[src/shared/fsr_pkg.sv]
package fsr_pkg;
	// register byte addresses
	localparam logic [31:0] ADDR_SUSPEND_MODE = 32'h007fe0e0;
	localparam logic [31:0] ADDR_CLOCK_NOTIFY = 32'h007fe0e4;
	localparam logic [31:0] ADDR_WINDOW_MONITOR = 32'h007fe0f0;
	// access-window monitor layout
	localparam int WIN_START_LSB = 0;
	localparam int WIN_START_MSB = 11;
	localparam int PROTECT_BIT = 15;
	localparam int WIN_END_LSB = 16;
	localparam int WIN_END_MSB = 27;
	localparam int SWAP_BIT = 31;
	localparam logic [31:0] MONITOR_MASK = 32'h8fff8fff;
	localparam logic [31:0] MONITOR_BLANK = 32'hffffffff;
	// erase-suspend mode layout
	localparam int SUSP_BIT = 0;
	localparam logic SUSPEND_MODE_RESET = 1'h0;
	// clock notify layout
	localparam int MHZ_LSB = 0;
	localparam int MHZ_MSB = 7;
	localparam int KEY_LSB = 8;
	localparam int KEY_MSB = 15;
	localparam logic [7:0] CLOCK_KEY = 8'h1e;
	localparam logic [7:0] CLOCK_MHZ_RESET = 8'h3c;
	// a half-word write is the two low byte lanes only
	localparam logic [3:0] BE_HALF = 4'h3;
	// startup area select field
	localparam int SAS_FORCE_BIT = 1;
	localparam int SAS_AREA_BIT = 0;
	localparam logic [31:0] READ_ZERO = 32'h00000000;
	localparam logic [7:0] MHZ_ONE = 8'h01;
	localparam logic [7:0] COUNT_ZERO = 8'h00;
	typedef enum logic [0:0]
	{
		LOAD_IDLE = 1'b0,
		LOAD_AFTER_RESET = 1'b1
	} fsr_load_t;
endpackage

[src/verilog/fsr_key_gate.sv]
`timescale 1ns/1ps
`default_nettype none
module fsr_key_gate #(
	parameter logic [7:0] KEY = 8'h00
) (
	// write request
	input wire logic i_hit,
	input wire logic [3:0] i_be,
	input wire logic [7:0] i_key,
	input wire logic i_ready,
	// verdict
	output logic o_accept
);
	// key byte and value must arrive in one half-word write
	always_comb
	begin
		o_accept = i_hit && (i_be == fsr_pkg::BE_HALF) && (i_key == KEY) && i_ready;
	end
endmodule // fsr_key_gate
`default_nettype wire

[src/verilog/fsr_us_tick.sv]
`timescale 1ns/1ps
`default_nettype none
module fsr_us_tick (
	// clock and reset
	input wire logic i_clk,
	input wire logic i_reset_n,
	// notified frequency
	input wire logic [7:0] i_mhz,
	// one pulse per notified microsecond
	output logic o_tick
);
	logic [7:0] count;
	logic [7:0] limit;
	always_comb
	begin
		// zero would stall the timebase; treat it as one
		limit = (i_mhz == fsr_pkg::COUNT_ZERO) ? fsr_pkg::COUNT_ZERO : i_mhz - fsr_pkg::MHZ_ONE;
	end
	always_ff @(posedge i_clk)
	begin
		if (!i_reset_n)
		begin
			count <= fsr_pkg::COUNT_ZERO;
			o_tick <= 1'b0;
		end
		else if (count >= limit)
		begin
			count <= fsr_pkg::COUNT_ZERO;
			o_tick <= 1'b1;
		end
		else
		begin
			count <= count + fsr_pkg::MHZ_ONE;
			o_tick <= 1'b0;
		end
	end
	AST_TICK_GAP: assert property (@(posedge i_clk) disable iff (!i_reset_n)
		(o_tick && i_mhz >= 8'h02 && $stable(i_mhz)) |=> !o_tick)
		else $error("processing tick repeated too soon");
endmodule // fsr_us_tick
`default_nettype wire

[src/verilog/fsr_config_regs.sv]
// Functional notes
// - window monitor: read-only word, start 11:0, protect 15, end 27:16, swap 31
// - reserved bit groups read as zero except in the all-ones blank value; software writes zero there
// - monitor reloads from option memory at reset and on configuration command
// - never-configured option memory shows all ones in the monitor
// - protect flag reports protected or unprotected window settings
// - protect flag gates window setting, configuration clear and startup control writes; here it only drives o_window_change_enable
// - window end holds the first block address past the window
// - swap flag exchanges startup area 0 and 1 address ranges
// - startup select 1x overrides the swap flag
// - suspend mode bit picks suspension or erasure priority on suspend
// - suspend mode resets on reset and on setup initialisation
// - clock frequency writes are taken only while the sequencer is ready
// - clock frequency updates only by one half-word write carrying the key
// - key byte is not stored and reads as zero
// - clock frequency resets to the highest permitted frequency
// - processing times derive from the notified frequency
//
// Decided for this implementation: the address-and-strobe port.
`timescale 1ns/1ps
`default_nettype none
module fsr_config_regs (
	// clock and reset
	input wire logic i_clk,
	input wire logic i_reset_n,
	// register port
	input wire logic [31:0] i_addr,
	input wire logic [31:0] i_wdata,
	input wire logic [3:0] i_be,
	input wire logic i_wr,
	input wire logic i_rd,
	output logic [31:0] o_rdata,
	// option-setting memory
	input wire logic [31:0] i_option_word,
	input wire logic i_option_blank,
	input wire logic i_config_cmd_done,
	// sequencer side
	input wire logic i_sequencer_ready_flag,
	input wire logic i_setup_init_bit,
	input wire logic [1:0] i_startup_area_select,
	// decoded settings
	output logic [11:0] o_window_start,
	output logic [11:0] o_window_end,
	output logic o_window_protect_flag,
	output logic o_window_change_enable,
	output logic o_startup_areas_swapped,
	output logic o_suspend_priority_select,
	output logic [7:0] o_clock_mhz_value,
	output logic o_processing_tick
);
	logic [31:0] access_window_monitor;
	logic suspend_priority_select;
	logic [7:0] clock_mhz_value;
	fsr_pkg::fsr_load_t load_state;
	logic hit_suspend;
	logic hit_clock;
	logic hit_monitor;
	logic clock_accept;
	logic load_now;
	logic [31:0] next_monitor;
	logic next_swapped;
	logic [31:0] next_rdata;

	always_comb
	begin
		hit_suspend = (i_addr == fsr_pkg::ADDR_SUSPEND_MODE);
		hit_clock = (i_addr == fsr_pkg::ADDR_CLOCK_NOTIFY);
		hit_monitor = (i_addr == fsr_pkg::ADDR_WINDOW_MONITOR);
	end

	fsr_key_gate #(
		.KEY(fsr_pkg::CLOCK_KEY)
	) u_clock_key (
		.i_hit(i_wr && hit_clock),
		.i_be(i_be),
		.i_key(i_wdata[fsr_pkg::KEY_MSB:fsr_pkg::KEY_LSB]),
		.i_ready(i_sequencer_ready_flag),
		.o_accept(clock_accept)
	);

	// option memory load: the reset value is constant, the real copy follows the release
	always_comb
	begin
		load_now = (load_state == fsr_pkg::LOAD_AFTER_RESET) || i_config_cmd_done;
		if (i_option_blank)
		begin
			next_monitor = fsr_pkg::MONITOR_BLANK;
		end
		else
		begin
			next_monitor = i_option_word & fsr_pkg::MONITOR_MASK;
		end
	end

	always_ff @(posedge i_clk)
	begin
		if (!i_reset_n)
		begin
			load_state <= fsr_pkg::LOAD_AFTER_RESET;
		end
		else
		begin
			case (load_state)
				fsr_pkg::LOAD_AFTER_RESET: load_state <= fsr_pkg::LOAD_IDLE;
				fsr_pkg::LOAD_IDLE: load_state <= fsr_pkg::LOAD_IDLE;
				default: load_state <= fsr_pkg::LOAD_IDLE;
			endcase
		end
	end

	// software writes to the monitor are dropped; only the loader changes it
	always_ff @(posedge i_clk)
	begin
		if (!i_reset_n)
		begin
			access_window_monitor <= fsr_pkg::MONITOR_BLANK;
		end
		else if (load_now)
		begin
			access_window_monitor <= next_monitor;
		end
	end

	// decoded window settings; end is one block past the window as loaded
	always_ff @(posedge i_clk)
	begin
		if (!i_reset_n)
		begin
			o_window_start <= fsr_pkg::MONITOR_BLANK[fsr_pkg::WIN_START_MSB:fsr_pkg::WIN_START_LSB];
			o_window_end <= fsr_pkg::MONITOR_BLANK[fsr_pkg::WIN_END_MSB:fsr_pkg::WIN_END_LSB];
			o_window_protect_flag <= 1'b1;
			o_window_change_enable <= 1'b0;
		end
		else
		begin
			o_window_start <= access_window_monitor[fsr_pkg::WIN_START_MSB:fsr_pkg::WIN_START_LSB];
			o_window_end <= access_window_monitor[fsr_pkg::WIN_END_MSB:fsr_pkg::WIN_END_LSB];
			o_window_protect_flag <= access_window_monitor[fsr_pkg::PROTECT_BIT];
			// held off until the first load, so nothing slips through before the copy
			o_window_change_enable <= access_window_monitor[fsr_pkg::PROTECT_BIT]
				&& (load_state == fsr_pkg::LOAD_IDLE);
		end
	end

	// startup area mapping
	always_comb
	begin
		if (i_startup_area_select[fsr_pkg::SAS_FORCE_BIT])
		begin
			next_swapped = !i_startup_area_select[fsr_pkg::SAS_AREA_BIT];
		end
		else
		begin
			next_swapped = access_window_monitor[fsr_pkg::SWAP_BIT];
		end
	end

	always_ff @(posedge i_clk)
	begin
		if (!i_reset_n)
		begin
			o_startup_areas_swapped <= 1'b0;
		end
		else
		begin
			o_startup_areas_swapped <= next_swapped;
		end
	end

	// erase-suspend mode
	always_ff @(posedge i_clk)
	begin
		if (!i_reset_n)
		begin
			suspend_priority_select <= fsr_pkg::SUSPEND_MODE_RESET;
		end
		else if (i_setup_init_bit)
		begin
			suspend_priority_select <= fsr_pkg::SUSPEND_MODE_RESET;
		end
		else if (i_wr && hit_suspend && i_be[0])
		begin
			suspend_priority_select <= i_wdata[fsr_pkg::SUSP_BIT];
		end
	end

	always_ff @(posedge i_clk)
	begin
		if (!i_reset_n)
		begin
			o_suspend_priority_select <= fsr_pkg::SUSPEND_MODE_RESET;
		end
		else
		begin
			o_suspend_priority_select <= suspend_priority_select;
		end
	end

	// clock frequency notify; key is checked but never kept
	always_ff @(posedge i_clk)
	begin
		if (!i_reset_n)
		begin
			clock_mhz_value <= fsr_pkg::CLOCK_MHZ_RESET;
		end
		else if (clock_accept)
		begin
			clock_mhz_value <= i_wdata[fsr_pkg::MHZ_MSB:fsr_pkg::MHZ_LSB];
		end
	end

	always_ff @(posedge i_clk)
	begin
		if (!i_reset_n)
		begin
			o_clock_mhz_value <= fsr_pkg::CLOCK_MHZ_RESET;
		end
		else
		begin
			o_clock_mhz_value <= clock_mhz_value;
		end
	end

	// a high notified figure only stretches the timebase, which is the safe direction
	fsr_us_tick u_tick (
		.i_clk(i_clk),
		.i_reset_n(i_reset_n),
		.i_mhz(clock_mhz_value),
		.o_tick(o_processing_tick)
	);

	// read mux; unmapped addresses read zero
	always_comb
	begin
		next_rdata = fsr_pkg::READ_ZERO;
		if (hit_monitor)
		begin
			next_rdata = access_window_monitor;
		end
		else if (hit_suspend)
		begin
			next_rdata[fsr_pkg::SUSP_BIT] = suspend_priority_select;
		end
		else if (hit_clock)
		begin
			next_rdata[fsr_pkg::MHZ_MSB:fsr_pkg::MHZ_LSB] = clock_mhz_value;
		end
	end

	always_ff @(posedge i_clk)
	begin
		if (!i_reset_n)
		begin
			o_rdata <= fsr_pkg::READ_ZERO;
		end
		else if (i_rd)
		begin
			o_rdata <= next_rdata;
		end
		else
		begin
			o_rdata <= fsr_pkg::READ_ZERO;
		end
	end

	AST_KEY_ACCEPT: assert property (@(posedge i_clk) disable iff (!i_reset_n)
		(i_wr && hit_clock && i_be == 4'h3 && i_wdata[15:8] == 8'h1e && i_sequencer_ready_flag)
		|=> (clock_mhz_value == $past(i_wdata[7:0])) ##1 (o_clock_mhz_value == $past(i_wdata[7:0], 2)))
		else $error("keyed clock write not stored");

	AST_NOT_READY: assert property (@(posedge i_clk) disable iff (!i_reset_n)
		(i_wr && hit_clock && !i_sequencer_ready_flag) |=> $stable(clock_mhz_value))
		else $error("clock write taken while sequencer busy");

	AST_BAD_KEY: assert property (@(posedge i_clk) disable iff (!i_reset_n)
		(i_wr && (i_wdata[15:8] != 8'h1e || i_be != 4'h3)) |=> $stable(clock_mhz_value))
		else $error("clock value changed without valid key");

	AST_KEY_READS_ZERO: assert property (@(posedge i_clk) disable iff (!i_reset_n)
		(i_rd && hit_clock) |=> (o_rdata[31:8] == 24'h000000 && o_rdata[7:0] == clock_mhz_value))
		else $error("clock register read wrong");

	AST_RESERVED_ZERO: assert property (@(posedge i_clk) disable iff (!i_reset_n)
		(i_rd && hit_monitor && access_window_monitor != 32'hffffffff)
		|=> (o_rdata[14:12] == 3'h0 && o_rdata[30:28] == 3'h0))
		else $error("reserved monitor bits not zero");

	AST_CONFIG_LOAD: assert property (@(posedge i_clk) disable iff (!i_reset_n)
		(i_config_cmd_done && !i_option_blank)
		|=> (access_window_monitor == ($past(i_option_word) & 32'h8fff8fff)))
		else $error("monitor not loaded from option memory");

	AST_BLANK_LOAD: assert property (@(posedge i_clk) disable iff (!i_reset_n)
		(load_now && i_option_blank) |=> (access_window_monitor == 32'hffffffff))
		else $error("blank option memory not shown as all ones");

	AST_SETUP_INIT: assert property (@(posedge i_clk) disable iff (!i_reset_n)
		i_setup_init_bit |=> (suspend_priority_select == 1'b0) ##1 (o_suspend_priority_select == 1'b0))
		else $error("suspend mode not initialised");

	AST_SWAP_MAP: assert property (@(posedge i_clk) disable iff (!i_reset_n)
		(i_startup_area_select[1]) |=> (o_startup_areas_swapped == !$past(i_startup_area_select[0])))
		else $error("forced startup select not applied");

	AST_RESET_MHZ: assert property (@(posedge i_clk)
		!i_reset_n |=> (clock_mhz_value == 8'h3c))
		else $error("clock frequency reset value wrong");

	AST_PROTECT_GATE: assert property (@(posedge i_clk) disable iff (!i_reset_n)
		o_window_change_enable |-> o_window_protect_flag)
		else $error("change enabled while window protected");
endmodule // fsr_config_regs
`default_nettype wire

[config.mk]
export PLATFORM = sky130hd
export DESIGN_NAME = fsr_config_regs
export DESIGN_NICKNAME = d
export VERILOG_FILES = /design/src/shared/fsr_pkg.sv /design/src/verilog/fsr_key_gate.sv /design/src/verilog/fsr_us_tick.sv /design/src/verilog/fsr_config_regs.sv
export SDC_FILE = /design/constraint.sdc
export NUM_CORES = 1
export LEC_CHECK = 0
export ABC_AREA = 1
export BUFFER_PORTS_ARGS = -buffer_cell sky130_fd_sc_hd__buf_2
export CAP_MARGIN = 40
export CORE_ASPECT_RATIO = 0.6
export CORE_MARGIN = 4
export CORE_UTILIZATION = 29
export DETAILED_ROUTE_END_ITERATION = 10
export PLACE_DENSITY = 0.56
export SETUP_SLACK_MARGIN = 0.05
export SLEW_MARGIN = 30
export SYNTH_ARGS = -nofsm -noshare
export SYNTH_HDL_FRONTEND = slang
export SYNTH_SLANG_ARGS = --single-unit
[constraint.sdc]
create_clock -name i_clk -period 2.63 [get_ports i_clk]
set_input_delay 0.3945 -clock i_clk [delete_from_list [all_inputs] [get_ports i_clk]]
set_output_delay 0.3945 -clock i_clk [all_outputs]
set_load 0.02 [all_outputs]
Word level (Yosys, flattened, before mapping)
Cells that the tools add are included.
{ "word_totals": {"mem_count": 0, "latch_bits": 0, "output_inout_bits": 69, "register_bits": 119, "ramBits": 0, "in_bits": 110, "word_cells": 48, "romBits": 0} }
{ "classes": {"mux": 9, "shifts": 0, "magnitude_cmp": 1, "bitwise_logic": 2, "n_mul": 0, "reduce_logical": 14, "n_div": 0, "n_addsub": 2, "n_eq_ne": 5} }
{ "op_table": {"columns": ["operator", "n"], "rows": [
  ["$eq 32x23->1 const B", 3],
  ["$mux 32", 1],
  ["$mux 8", 3],
  ["$add 8x1->8 const B", 1],
  ["$eq 8x5->1 const B", 1],
  ["$ge 8x8->1", 1],
  ["$logic_not 8->1", 1],
  ["$sub 8x1->8 const B", 1],
  ["$logic_and 1x1->1", 7],
  ["$mux 7", 1],
  ["$eq 4x2->1 const B", 1],
  ["$mux 1", 4],
  ["$reduce_or 2->1", 2],
  ["$reduce_and 3->1", 1],
  ["$not 1->1", 2],
  ["$reduce_and 2->1", 1],
  ["$logic_not 1->1", 1],
  ["$logic_or 1x1->1", 1]
]} }

Depth between registers and ports, before layout
Gate-level depths: netlist of run 1.
{ "depth": {"ltp_word": 5, "depth_mapped": 15, "mapped_depth_nobuf": 15} }

Modules after synthesis
A second synthesis of run 1 with hierarchy kept.
{ "hier_totals": {"hier_cells": 524, "area_unflattened_um2": 4156.5} }
{ "modules_own_cells": {"columns": ["module", "instances", "cells_per_inst", "seq_area_each_um2", "area_per_inst_um2"], "rows": [
  ["fsr_config_regs", 1, 397, 2001.9, 3354.5],
  ["fsr_us_tick", 1, 108, 180.2, 726.9],
  ["fsr_key_gate", 1, 19, 0.0, 75.1]
]} }

Worst setup path before layout of run 1
No wires, ideal clock.
{ "synth_path": {"path_kind": "register to register", "startpoint": "reg clock_mhz_value[0]", "endpoint": "reg u_tick.count[0]", "t_required_ns": 2.559, "stages_incl_launch_ff": 15, "setup_time_ns": 0.071, "path_buffers": 0, "path_slack_ns": 0.329, "arrival_time_ns": 2.230, "path_cell_list": "dfxtp_1 -> inv_1 -> ha_1 -> nand3_1 -> nor3_2 -> nand2_1 -> nor2_1 -> inv_2 -> o21ai_0 -> ha_1 -> a21oi_1 -> nor3_1 -> nor3b_1 -> nand4_1 -> nor2_1"} }
{ "synth_via": {"elab_chain_len": 4, "word_cells_on_any_way": 5} }
{ "synth_lines": {"columns": ["element", "line", "rtl"], "rows": [
  ["from (decl)", "fsr_config_regs.sv:53", "logic [7:0] clock_mhz_value;"],
  ["from (signal assigned)", "fsr_config_regs.sv:204", "clock_mhz_value <= fsr_pkg::CLOCK_MHZ_RESET;"],
  ["from (signal assigned)", "fsr_config_regs.sv:208", "clock_mhz_value <= i_wdata[fsr_pkg::MHZ_MSB:fsr_pkg::MHZ_LSB];"],
  ["$sub 8x1->8 or $logic_not 8->1 (tied branches)", "fsr_us_tick.sv:17", "limit = (i_mhz == fsr_pkg::COUNT_ZERO) ? fsr_pkg::COUNT_ZERO : i_mhz - fsr_pkg::MHZ_ONE;"],
  ["$mux 8 (*)", "fsr_us_tick.sv:17", null],
  ["$ge 8x8->1 (*)", "fsr_us_tick.sv:26", "else if (count >= limit)"],
  ["$reduce_or 2->1 (no line) (*)", null, null],
  ["to (signal assigned)", "fsr_us_tick.sv:23", "count <= fsr_pkg::COUNT_ZERO;"],
  ["to (signal assigned)", "fsr_us_tick.sv:28", "count <= fsr_pkg::COUNT_ZERO;"],
  ["to (signal assigned)", "fsr_us_tick.sv:33", "count <= count + fsr_pkg::MHZ_ONE;"],
  ["to (decl)", "fsr_us_tick.sv:12", "logic [7:0] count;"]
]} }
Mark *: on every way between the ends. The rest lies on a longest branch, timed or not.
A chain may end at the register's enable or synchronous reset.

Worst setup path in the final report of run 1
{ "layout_path": {"startpoint": "reg clock_mhz_value[0]", "endpoint": "reg u_tick.count[3]"} }
Same word-level chain as after synthesis.

==> results.txt, run 1 <==
Grt ovf: 0
Tightest Pin Transition: 0.538 ns
Post-synthesis sequential area ratio: 51.6%
Clk_skew: 0.0110 ns
Min Tclk post-route: 2.45 ns
Synthesized flop and latch total: 109
Row count: 33
Starting Density: 30.3%
Global Route Usage Sum: 13.1%
Arrival time worst endpoint: 2.73 ns
DR WL/cell: 12.8 um
WHS Endpoint: o_startup_areas_swapped
VDD IR max: 321 uV
Synth area leader: dfxtp_1
1st-iter DRT viols: 156
HPWL Detailed: 8660 um
Initial antenna violation count: 0
First-pass GRT wire length: 17600 um
Final period util: 93.3%
Diodes inserted: 0
Port buffer count: 156
Yosys top cell area share: 51.6%
Max-cap violations: 0
Reg2Reg Setup Slack: 0.18 ns
Placed Area: 5190 um^2
Max incr delay on CP: 0.32 ns
Share of synthesized flip-flops with an asynchronous set or reset: 0%
Residual DRC: 0
Num CTS Buffers: 9
Skew-Pair Late Insertion Delay: 0.34 ns
Via density: 4.33
Synth Warn #: 0
Synthesized area: 4230 um^2
Top cells by area, synth: dfxtp_1 (52%), nand2_1 (10%), inv_1 (6.7%)
Core Area: 14000 um^2
Hold Vio Cnt, Final: 0
Clock Sinks: 109
Reg2reg start: clock_mhz_value[0]
Clock transition at path regs: 0.08 ns
Final GP Congestion: 0.843
Fraction of layout instances using a drive strength above 1: 31.0%
Reg-to-Reg End: u_tick.count[3]
Largest net degree at the start of global routing: 29
Mapped Cells: 525
H-tree Lvls: 3
Final instance area: 5530 um^2
Hold Path Depth: 2
Max Clk Rate: 407 MHz
CTS tree: done
IO Pins: 179
Crit path cell chain: inv_2 -> ha_4 -> nand3_2 -> nor3_4 -> nand2_1 -> nor2_2 -> inv_2 -> o21ai_0 -> ha_1 -> a21oi_2 -> nor3_1 -> nor3b_2 -> nand4_1 -> buf_4 -> nor2_1
Mean area per synthesized cell: 8.06 um^2
Post-synth EDFFs: 0
DR pass1 iterations: 4
Nets: 802
Hold/Removal Path Class: input pin to flop
Tot Pwr: 0.00326 W
Die W: 164 um
Endpoints failing setup: 0
CP max-delay cell: dfxtp_1
Die area: 16700 um^2
Netlist cell types: 32
WP data required: 2.90 ns
Non-Filler Instances: 879
Cell mode on critical path: inv_2
Placed Cells: 861
Via count: 3809
Crit path launch type: flop
RSZ-0062 raised after global routing: true
Post-synth top flop: dfxtp_1
Max Transition Viols Final: 0
Die Height: 102 um
Type of the worst setup path: flop to flop
Reg2reg path depth: 15
Status: finished, final reports clean
Hold Crit Start: i_startup_area_select[0]
Mapped Nets: 645
PwrDens: 589 nW/um^2
DRT antenna net count: 0
Number of global-route vias before repair: 3710
Area growth, synth to finish: 30.6%
Worst-path fanout max: 8
Clk buf depth: 2
Drt total wl: 11200 um
Slew headroom: 64.1%
Root buffer cell: clkbuf_16
Lkg Pwr: 2.90 nW
Crit. End Element: flop
==> flip-flops by register name, indices dropped and copies added (netlist names) <==
signal / flops
clock_mhz_value: 8
u_tick.count: 8
o_window_end: 12
o_window_protect_flag: 1
suspend_priority_select: 1
load_state: 1
o_clock_mhz_value: 8
o_window_change_enable: 1
access_window_monitor: 27
o_rdata: 27
o_suspend_priority_select: 1
o_window_start: 12
u_tick.o_tick: 1
o_startup_areas_swapped: 1
==> layout by cell type, fill, tap and decap left out, types with 2 or more instances in the layout <==
master,n
nor3_1,7
nand2_1,113
a21oi_2,2
o21ai_0,12
nor2_2,11
xor2_1,4
nor3_4,2
a21oi_1,7
dfxtp_1,109
xnor2_1,3
or2_2,4
inv_6,3
nand4_1,8
inv_1,73
nand3_1,32
o211ai_1,27
nor2_1,61
ha_1,9
buf_2,156
nand3_2,2
nand3b_1,5
inv_2,5
buf_4,11
clkbuf_16,9
==> what timing repair did <==
item | CTS | global route
hold endpoints to repair | 0 | 0
resized for setup | 0 | 9
setup endpoints to repair | 8 | 9
buffers inserted | 1 | 1
hold buffers | 0 | 0
pin swaps | 1 | 3
==> critical path, delay by kind of cell, from the launching register on <==
kind | cells | cell delay, ns
compound gates | 2 | 0.21
fa+ha+maj | 2 | 0.43
buf+inv | 3 | 0.35
flops | 1 | 0.32
simple gates | 8 | 1.08
==> cell type report <==
| cell class | instances | area [um^2] |
|---|---|---|
| fillers | 1470 | 8430 |
| flip-flops and latches | 109 | 2180 |
| multi-input cells | 317 | 1670 |
| repair buffers | 167 | 863 |
| inverters | 78 | 293 |
| well taps | 192 | 240 |
| clock buffers | 10 | 229 |
| clock inverters | 6 | 56.3 |
==> where the power goes <==
part           internal, W  switching (W)  total (W)
logic             0.000103       0.000154   0.000257
registers          0.00170      0.0000153    0.00171
clock network     0.000662       0.000629    0.00129
==> cell usage after synthesis (2+ instances only) <==
cell and n:
buf_4 6, buf_6 3, nand3b_1 5, buf_1 4
nor2_2 10, nand3_1 33, inv_2 3, nand2_1 113
o21ai_0 12, nor3_1 7, ha_1 10, o211ai_1 27
xnor2_1 3, a21oi_1 8, or2_2 4, nor3b_1 2
inv_1 75, nor2_1 62, nand4_1 8, dfxtp_1 109
clkbuf_1 5, buf_2 3, xor2_1 4
==> stage by stage <==
stage	setup WS, ns	hold WS, ns	utilization, %	setup TNS, ns
after CTS	0.0846	0.227	39.3	0
after detailed placement	-0.0498	0.413	37.2	-0.140
after global placement	0.0946	0.412	37.2	0
after global routing	-0.0229	0.232	39.6	-0.0349
after floorplan	0.329	0.400	-	0
final	0.175	0.243	39.6	0
==> per-layer routing <==
| metal | global-route usage, % | part of all wire, % |
|---|---|---|
| met1 | 18.8 | 50 |
| met4 | 3.09 | 0.73 |
| met3 | 3.17 | 7.0 |
| met5 | 0 | 0 |
| met2 | 20.0 | 43 |
==> worst max path at each step <==
| stage | start | slack, ns | to | cells after the start |
|---|---|---|---|---|
| after detailed placement | clock_mhz_value[1] | -0.05 | u_tick.count[3] | 14 |
| final | clock_mhz_value[0] | 0.18 | u_tick.count[3] | 15 |
| after global placement | clock_mhz_value[0] | 0.09 | u_tick.count[0] | 14 |
| after floorplan | clock_mhz_value[0] | 0.33 | u_tick.count[0] | 14 |
| after global routing | clock_mhz_value[0] | -0.02 | u_tick.count[2] | 15 |
| after CTS | clock_mhz_value[1] | 0.08 | u_tick.count[3] | 15 |
==> logic make-up (layout without fill, tap and decap cells) <==
| family | Yosys count | in the layout | share of synthesized area, % |
|---|---|---|---|
| flops | 109 | 109 | 51.6 |
| xor+xnor | 7 | 7 | 1.45 |
| buf+inv | 99 | 261 | 9.93 |
| fa+ha+maj | 10 | 10 | 2.96 |
| simple gates | 249 | 249 | 26.3 |
| compound gates | 51 | 51 | 7.83 |
Note: power is estimated with default switching activity, not from simulation.
==> inputs of run 2 (changes only) <==
--- a/config.mk
+++ b/config.mk
@@ -11,7 +11,7 @@
 export CORE_ASPECT_RATIO = 0.6
 export CORE_MARGIN = 4
-export CORE_UTILIZATION = 29
+export CORE_UTILIZATION = 47
 export DETAILED_ROUTE_END_ITERATION = 10
-export PLACE_DENSITY = 0.56
+export PLACE_DENSITY = 0.82
 export SETUP_SLACK_MARGIN = 0.05
 export SLEW_MARGIN = 30
==> constraint.sdc (replaced) <==
create_clock -name i_clk -period 2.63 [get_ports i_clk]
set_input_delay 0.263 -clock i_clk [delete_from_list [all_inputs] [get_ports i_clk]]
set_output_delay 0.263 -clock i_clk [all_outputs]
set_load 0.02 [all_outputs]
==> run 2 against run 1 <==
Die area is 36% lower. Largest cell class unchanged. Non-clock buffer count is 4 lower. Sequential power hardly changed. Utilization is 24 points higher. Flip-flop and latch count stayed put. Cell count is 9.6% lower. Via count is 0.53% lower. Highest routed layer unchanged.
==> results.txt, run 2 (same netlist as run 1, synthesis figures left out) <==
Status: finished, final reports clean
Clock Power Share: 41.6% (+2.0 points)
Initial antenna violation count: 0 (unchanged)
Row count: 26 (-21%)
1st-iter DRT viols: 186 (+19%)
Most frequent cells in the layout: buf_2 (156), nand2_1 (112), dfxtp_1 (108)
CTS tree: done
Arrival time worst endpoint: 2.69 ns (-0.04 ns)
DR WL/cell: 13.5 um (+6.2%)
Skew-Pair Late Insertion Delay: 0.34 ns (about the same)
Drt total wl: 10800 um (-4.0%)
DR pass1 iterations: 4 (unchanged)
Min Tclk post-route: 2.41 ns (-0.0451 ns)
Non-Filler Instances: 795 (-9.6%)
Diodes inserted: 0 (unchanged)
Power share of the combinational group: 7.7% (-0.2 points)
Max-cap violations: 0 (unchanged)
IO Pins: 179 (unchanged)
WP data required: 2.91 ns (about the same)
Max Transition Viols Final: 0 (unchanged)
Largest net degree at the start of global routing: 55 (+90%)
Placed Area: 5060 um^2 (-2.6%)
Hold Path Depth: 2 (unchanged)
Hold Crit Start: i_startup_area_select[0]
Core Area: 8650 um^2 (-38%)
Grt ovf: 0 (unchanged)
H-tree Lvls: 3 (unchanged)
Hold Vio Cnt, Final: 0 (unchanged)
Final GP Congestion: 0.923 (+9.6%)
Tightest Pin Transition: 0.542 ns (+0.00407 ns)
Number of global-route vias before repair: 3674 (-0.97%)
RSZ-0062 raised after global routing: false
WHS Endpoint: o_startup_areas_swapped
Reg2reg path depth: 15 (unchanged)
Sw frac: 23.6% (-0.90 points)
Global Route Usage Sum: 20.4% (+7.3 points)
VDD IR max: 377 uV (+18%)
Clk buf depth: 2 (unchanged)
Die area: 10600 um^2 (-36%)
Pre-CTS WS: -0.0284 ns (+0.0214 ns)
HPWL Detailed: 8170 um (-5.7%)
Final worst slack: 0.220 ns (+0.0451 ns)
Placed Cells: 776 (-9.9%)
Final period util: 91.6% (-1.7 points)
Root buffer cell: clkbuf_16
Starting Density: 48.9% (+19 points)
Commonest non-fill, non-tap cell in the layout: buf_2
Leading registers by flop count: access_window_monitor x27, o_rdata x27
Crit path launch type: flop
Final core occ: 63.3% (+24 points)
Num CTS Buffers: 9 (unchanged)
Crit. End Element: flop
Hold/Removal Path Class: input pin to flop
Clock transition at path regs: 0.07 ns (about the same)
Clk_skew: 0.00808 ns (-0.00296 ns)
Reg2reg start: clock_mhz_value[1]
Clock Sinks: 109 (unchanged)
PwrDens: 617 nW/um^2 (+4.7%)
First-pass GRT wire length: 17000 um (-3.5%)
Via density: 4.77 (+10%)
Lkg Pwr: 2.91 nW (+0.38%)
Sw power: 0.000797 W (about the same)
Endpoints failing setup: 0 (unchanged)
Hold_buf cts: 0 (unchanged)
Type of the worst setup path: flop to flop
DRT antenna net count: 0 (unchanged)
Final instance area: 5480 um^2 (-0.91%)
Port buffer count: 156 (unchanged)
Fraction of layout instances using a drive strength above 1: 31.5% (+0.47 points)
Pint: 0.00258 W (+5.0%)
Nets: 798 (-0.50%)
Die Height: 81.5 um (-20%)
Residual DRC: 0 (unchanged)
Part of the power in registers: 50.6% (-1.9 points)
Worst-path fanout max: 8 (unchanged)
Reg-to-Reg End: u_tick.count[5]
Reg2Reg Setup Slack: 0.22 ns (+0.05 ns)
Via count: 3789 (-0.53%)
Max Clk Rate: 415 MHz (+1.9%)
Slew headroom: 63.8% (-0.27 points)
Die W: 131 um (-20%)
Area growth, synth to finish: 29.4%
==> run 2: cell types whose count changed in the layout (fill, tap and decap cells not counted), sizes merged <==
cell | previous run | this run
bufinv | 0 | 1
buf | 167 | 163
clkinv | 3 | 2
==> run 2: what timing repair did <==
| action | CTS | global route |
|---|---|---|
| pin swaps | 1 | 6 |
| setup endpoints to repair | 8 | 9 |
| buffers inserted | 1 | 1 |
| gates resized for setup | 0 | 17 |
| cloned | 0 | 0 |
==> run 2: worst max path at each step <==
stage / cells past startpoint / start / endpoint
CTS: 15 / clock_mhz_value[1] / u_tick.count[5]
global route: 15 / clock_mhz_value[1] / u_tick.count[0]
detailed placement: 14 / clock_mhz_value[1] / u_tick.count[5]
floorplan: 14 / clock_mhz_value[0] / u_tick.count[0]
finish: 15 / clock_mhz_value[1] / u_tick.count[5]
global placement: 14 / clock_mhz_value[1] / u_tick.count[0]
==> run 2: routing by layer <==
| layer | track usage (%) | share of wire [%] | up-vias |
|---|---|---|---|
| met3 | 6.04 | 7.2 | 4 |
| met5 | 0 | 0 | - |
| met4 | 6.57 | 0.59 | 0 |
| li1 | - | - | 1956 |
| met1 | 27.3 | 47 | 1708 |
| met2 | 31.9 | 45 | 121 |
==> run 2: critical path, stage by stage (launching register included) <==
cell and delay [ns]:
dfxtp_2 0.34, inv_2 0.08, ha_4 0.15, nand3_4 0.09, nor3_4 0.25, nand2_2 0.10, nor2_4 0.12, inv_2 0.06
o21ai_0 0.07, ha_1 0.28, a21oi_2 0.14, nor3_1 0.06, nor3b_2 0.21, nand4_1 0.13, buf_6 0.18, nor2_1 0.08
==> run 2: through the flow <==
stage | hold WS [ns] | power (W) | TNS, ns
floorplan | 0.352 | 0.00188 | 0
global placement | 0.407 | 0.00199 | 0
detailed placement | 0.421 | 0.00200 | -0.126
CTS | 0.0813 | 0.00340 | 0
global route | 0.103 | 0.00353 | 0
finish | 0.0989 | 0.00338 | 0
==> run 2: final cells by class <==
class / instances / area (um^2)
Clock buffer: 10 / 239
Clock inverter: 6 / 76.3
Fill cell: 733 / 3170
Inverter: 78 / 293
Multi-Input combinational cell: 317 / 1690
Sequential cell: 109 / 2180
Tap cell: 112 / 140
Timing Repair Buffer: 163 / 857
==> run 2: power groups by stage <==
stage          clock network (W)  logic (W)  registers [W]
2_1_floorplan                  0   0.000116        0.00177
3_3_place_gp                   0   0.000244        0.00175
3_5_place_dp                   0   0.000254        0.00175
4_1_cts                  0.00144   0.000256        0.00171
5_1_grt                  0.00152   0.000294        0.00172
6_report                 0.00141   0.000261        0.00171
==> inputs of run 3 (changes only) <==
ABC_AREA = 0   (was 1)
CORE_ASPECT_RATIO = not set   (was 0.6)
PLACE_DENSITY = 0.83   (was 0.82)
SETUP_SLACK_MARGIN = not set   (was 0.05)
==> run 3 against run 2 <==
The run now ends with setup timing left. Combinational power decreased by 4%. First-iteration DRC count decreased by 36%. Global-route usage decreased by 0.15 points. Largest cell class unchanged. Clock skew increased by 0.0014 ns. Hold slack got worse by 0.037 ns. Synthesized cell count decreased by 22%. Via count decreased by 8.1%. Clock power decreased by 29%. Die area decreased by 5.1%.
==> results.txt, run 3 <==
Largest net degree at the start of global routing: 47 (-15%)
DR WL/cell: 15.0 um (+11%)
Mean area per synthesized cell: 9.88 um^2 (+23%)
Tightest Pin Transition: 0.491 ns (-0.0507 ns)
Area growth, synth to finish: 35.2%
RSZ-0062 raised after global routing: true
Core Area: 8260 um^2 (-4.6%)
Die W: 101 um (-23%)
Type of the worst setup path: flop to flop
Reg2reg start: clock_mhz_value[1]
PwrDens: 547 nW/um^2 (-11%)
Number of global-route vias before repair: 3398 (-7.5%)
Global Route Usage Sum: 20.2% (-0.15 points)
Starting Density: 48.7% (-0.22 points)
Hold Vio Cnt, Final: 0 (unchanged)
Top cells by area, synth: dfxtp_1 (54%), nand2_1 (6.8%), nand2b_1 (5.1%)
Leading registers by flop count: access_window_monitor x27, o_rdata x27
Reg-to-Reg End: u_tick.count[6]
Netlist cell types: 47 (+47%)
Fin Setup TNS: -0.168 ns (-0.168 ns)
Drt total wl: 10200 um (-4.8%)
Most instantiated library cell after synthesis: dfxtp_1
Crit path launch type: flop
Slew headroom: 67.2% (+3.4 points)
Post-synth EDFFs: 0 (unchanged)
Non-Filler Instances: 685 (-14%)
Placed Cells: 660 (-15%)
Hold/Removal Path Class: input pin to flop
First-pass GRT wire length: 16100 um (-5.3%)
Skew-Pair Late Insertion Delay: 0.37 ns (+0.03 ns)
Via density: 5.08 (+6.7%)
Reg2reg path depth: 10 (-5)
Post-synth top flop: dfxtp_1
CP startpoint: clock_mhz_value[1]
CTS tree: done
Clk buf depth: 2 (unchanged)
DRT antenna net count: 0 (unchanged)
Fraction of layout instances using a drive strength above 1: 40.9% (+9.4 points)
Mapped Nets: 527 (-18%)
Pre-CTS WS: -0.268 ns (-0.239 ns)
Synthesized flop and latch total: 109 (unchanged)
VDD IR max: 367 uV (-2.9%)
Diodes inserted: 0 (unchanged)
Final core occ: 65.8% (+2.5 points)
WP data required: 2.91 ns (about the same)
Final worst slack: -0.0749 ns (-0.295 ns)
Grt ovf: 0 (unchanged)
Min Tclk post-route: 2.70 ns (+0.295 ns)
IO Pins: 179 (unchanged)
Clk_skew: 0.00949 ns (+0.00141 ns)
Residual DRC: 0 (unchanged)
DR pass1 iterations: 4 (unchanged)
Clock transition at path regs: 0.11 ns (+0.04 ns)
Die Height: 101 um (+23%)
Placed Area: 4960 um^2 (-2.0%)
Max Clk Rate: 370 MHz (-11%)
Failing checks: setup timing
Lkg Pwr: 2.52 nW (-13%)
Port buffer count: 156 (unchanged)
Mapped Cells: 407 (-22%)
Worst-path fanout max: 8 (unchanged)
Most frequent cells in the layout: buf_2 (156), dfxtp_1 (106), nand2_1 (73)
HPWL Detailed: 7310 um (-10%)
Root buffer cell: clkbuf_8
Synth area leader: dfxtp_1
H-tree Lvls: 3 (unchanged)
Initial antenna violation count: 0 (unchanged)
Num CTS Buffers: 9 (unchanged)
Crit. End Element: flop
Status: complete, but fails checks
Final GP Congestion: 0.896 (-3.0%)
Synthesized area: 4020 um^2 (-5.0%)
Critical Path Sink: u_tick.count[6]
Max-cap violations: 0 (unchanged)
Via count: 3483 (-8.1%)
Endpoints failing setup: 8 (+8)
Arrival time worst endpoint: 2.98 ns (+0.29 ns)
Clock Sinks: 109 (unchanged)
Die area: 10100 um^2 (-5.1%)
Nets: 695 (-13%)
1st-iter DRT viols: 119 (-36%)
Yosys top cell area share: 54.3% (+2.7 points)
Row count: 33 (+27%)
Reg2Reg Setup Slack: -0.07 ns (-0.30 ns)
Post-synth top cells: dfxtp_1 (109), nand2_1 (73), nand2b_1 (33), nand3_1 (31), and2_1 (22)
Final instance area: 5440 um^2 (-0.78%)
Max Transition Viols Final: 0 (unchanged)
Synth Warn #: 0 (unchanged)
Share of synthesized flip-flops with an asynchronous set or reset: 0% (unchanged)
Final period util: 103% (+11 points)
Post-synthesis sequential area ratio: 54.3% (+2.7 points)
Commonest non-fill, non-tap cell in the layout: buf_2
## run 3: cell count changes in the layout (fill, tap and decap cells not counted), moves of 18 or more
cell	delta
and2_1	+21
buf_4	+18
inv_1	-64
nand2_1	-39
nand2b_1	+31
nor2_1	-52
o211ai_1	-27
## run 3: area by class of cell
cell class / instances / area [um^2]
clock buffer: 9 / 124
clock inverter: 7 / 72.6
fill: 666 / 2820
inverter: 12 / 45.0
multi-input combinational: 263 / 1910
sequential: 109 / 2190
tap: 105 / 131
timing repair buffer: 180 / 965
## run 3: logic make-up (layout without fill, tap and decap cells)
family | Yosys count | in the layout | share of synthesized area [%]
DFF | 109 | 109 | 54.3
adders and majority gates | 10 | 10 | 3.11
buffers and inverters | 37 | 208 | 4.45
xor gates and xnor gates | 9 | 9 | 1.96
and+or+nand+nor | 199 | 200 | 27.6
AOI/OAI and AO/OA | 36 | 37 | 6.91
muxes | 7 | 7 | 1.74
## run 3: worst min-delay path by stage
| stage | startpoint | end | slack [ns] | depth (start not counted) |
|---|---|---|---|---|
| 3_3_place_gp | access_window_monitor[30] | access_window_monitor[30] | 0.43 | 2 |
| 5_1_grt | i_startup_area_select[0] | o_startup_areas_swapped | 0.04 | 2 |
| 3_5_place_dp | access_window_monitor[30] | access_window_monitor[30] | 0.43 | 2 |
| 4_1_cts | i_startup_area_select[0] | o_startup_areas_swapped | 0.04 | 2 |
| 6_report | i_startup_area_select[0] | o_startup_areas_swapped | 0.06 | 2 |
| 2_1_floorplan | i_startup_area_select[0] | o_startup_areas_swapped | 0.36 | 1 |
## run 3: critical path, stage by stage (launching register included)
cell	delay (ns)
dfxtp_2	0.34
inv_2	0.07
ha_4	0.13
nand3b_1	0.11
or4_4	0.46
and2_4	0.17
ha_4	0.20
nand2b_4	0.15
a2111oi_4	0.40
o21bai_4	0.21
a2111oi_4	0.38
## run 3: what timing repair did
item / in CTS / in global routing
hold buffers: 0 / 0
endpoints found under the setup margin: 8 / 9
setup buffers: 5 / 3
pin swaps: 10 / 17
gates resized for setup: 26 / 16
cloned: 0 / 2
## run 3: power breakdown
| part | total, W | internal, W | switching, W |
|---|---|---|---|
| sequential | 0.00173 | 0.00170 | 0.0000286 |
| clock | 0.000999 | 0.000378 | 0.000620 |
| combinational | 0.000251 | 0.000118 | 0.000133 |
| total | 0.00298 | 0.00219 | 0.000782 |
## run 3: metal layers
layer / global-route usage [%] / vias to the layer above / wire (um)
met4: 6.32 / 0 / 123
met1: 24.8 / 1612 / 4200
met3: 4.71 / 11 / 881
met2: 35.2 / 148 / 5040
met5: 0 / - / 0
li1: - / 1712 / -
## run 3: metrics by stage
stage	hold slack [ns]	total power, W
final	0.0616	0.00298
after global routing	0.0407	0.00309
after CTS	0.0421	0.00300
after global placement	0.426	0.00199
after floorplan	0.359	0.00188
after detailed placement	0.432	0.00200
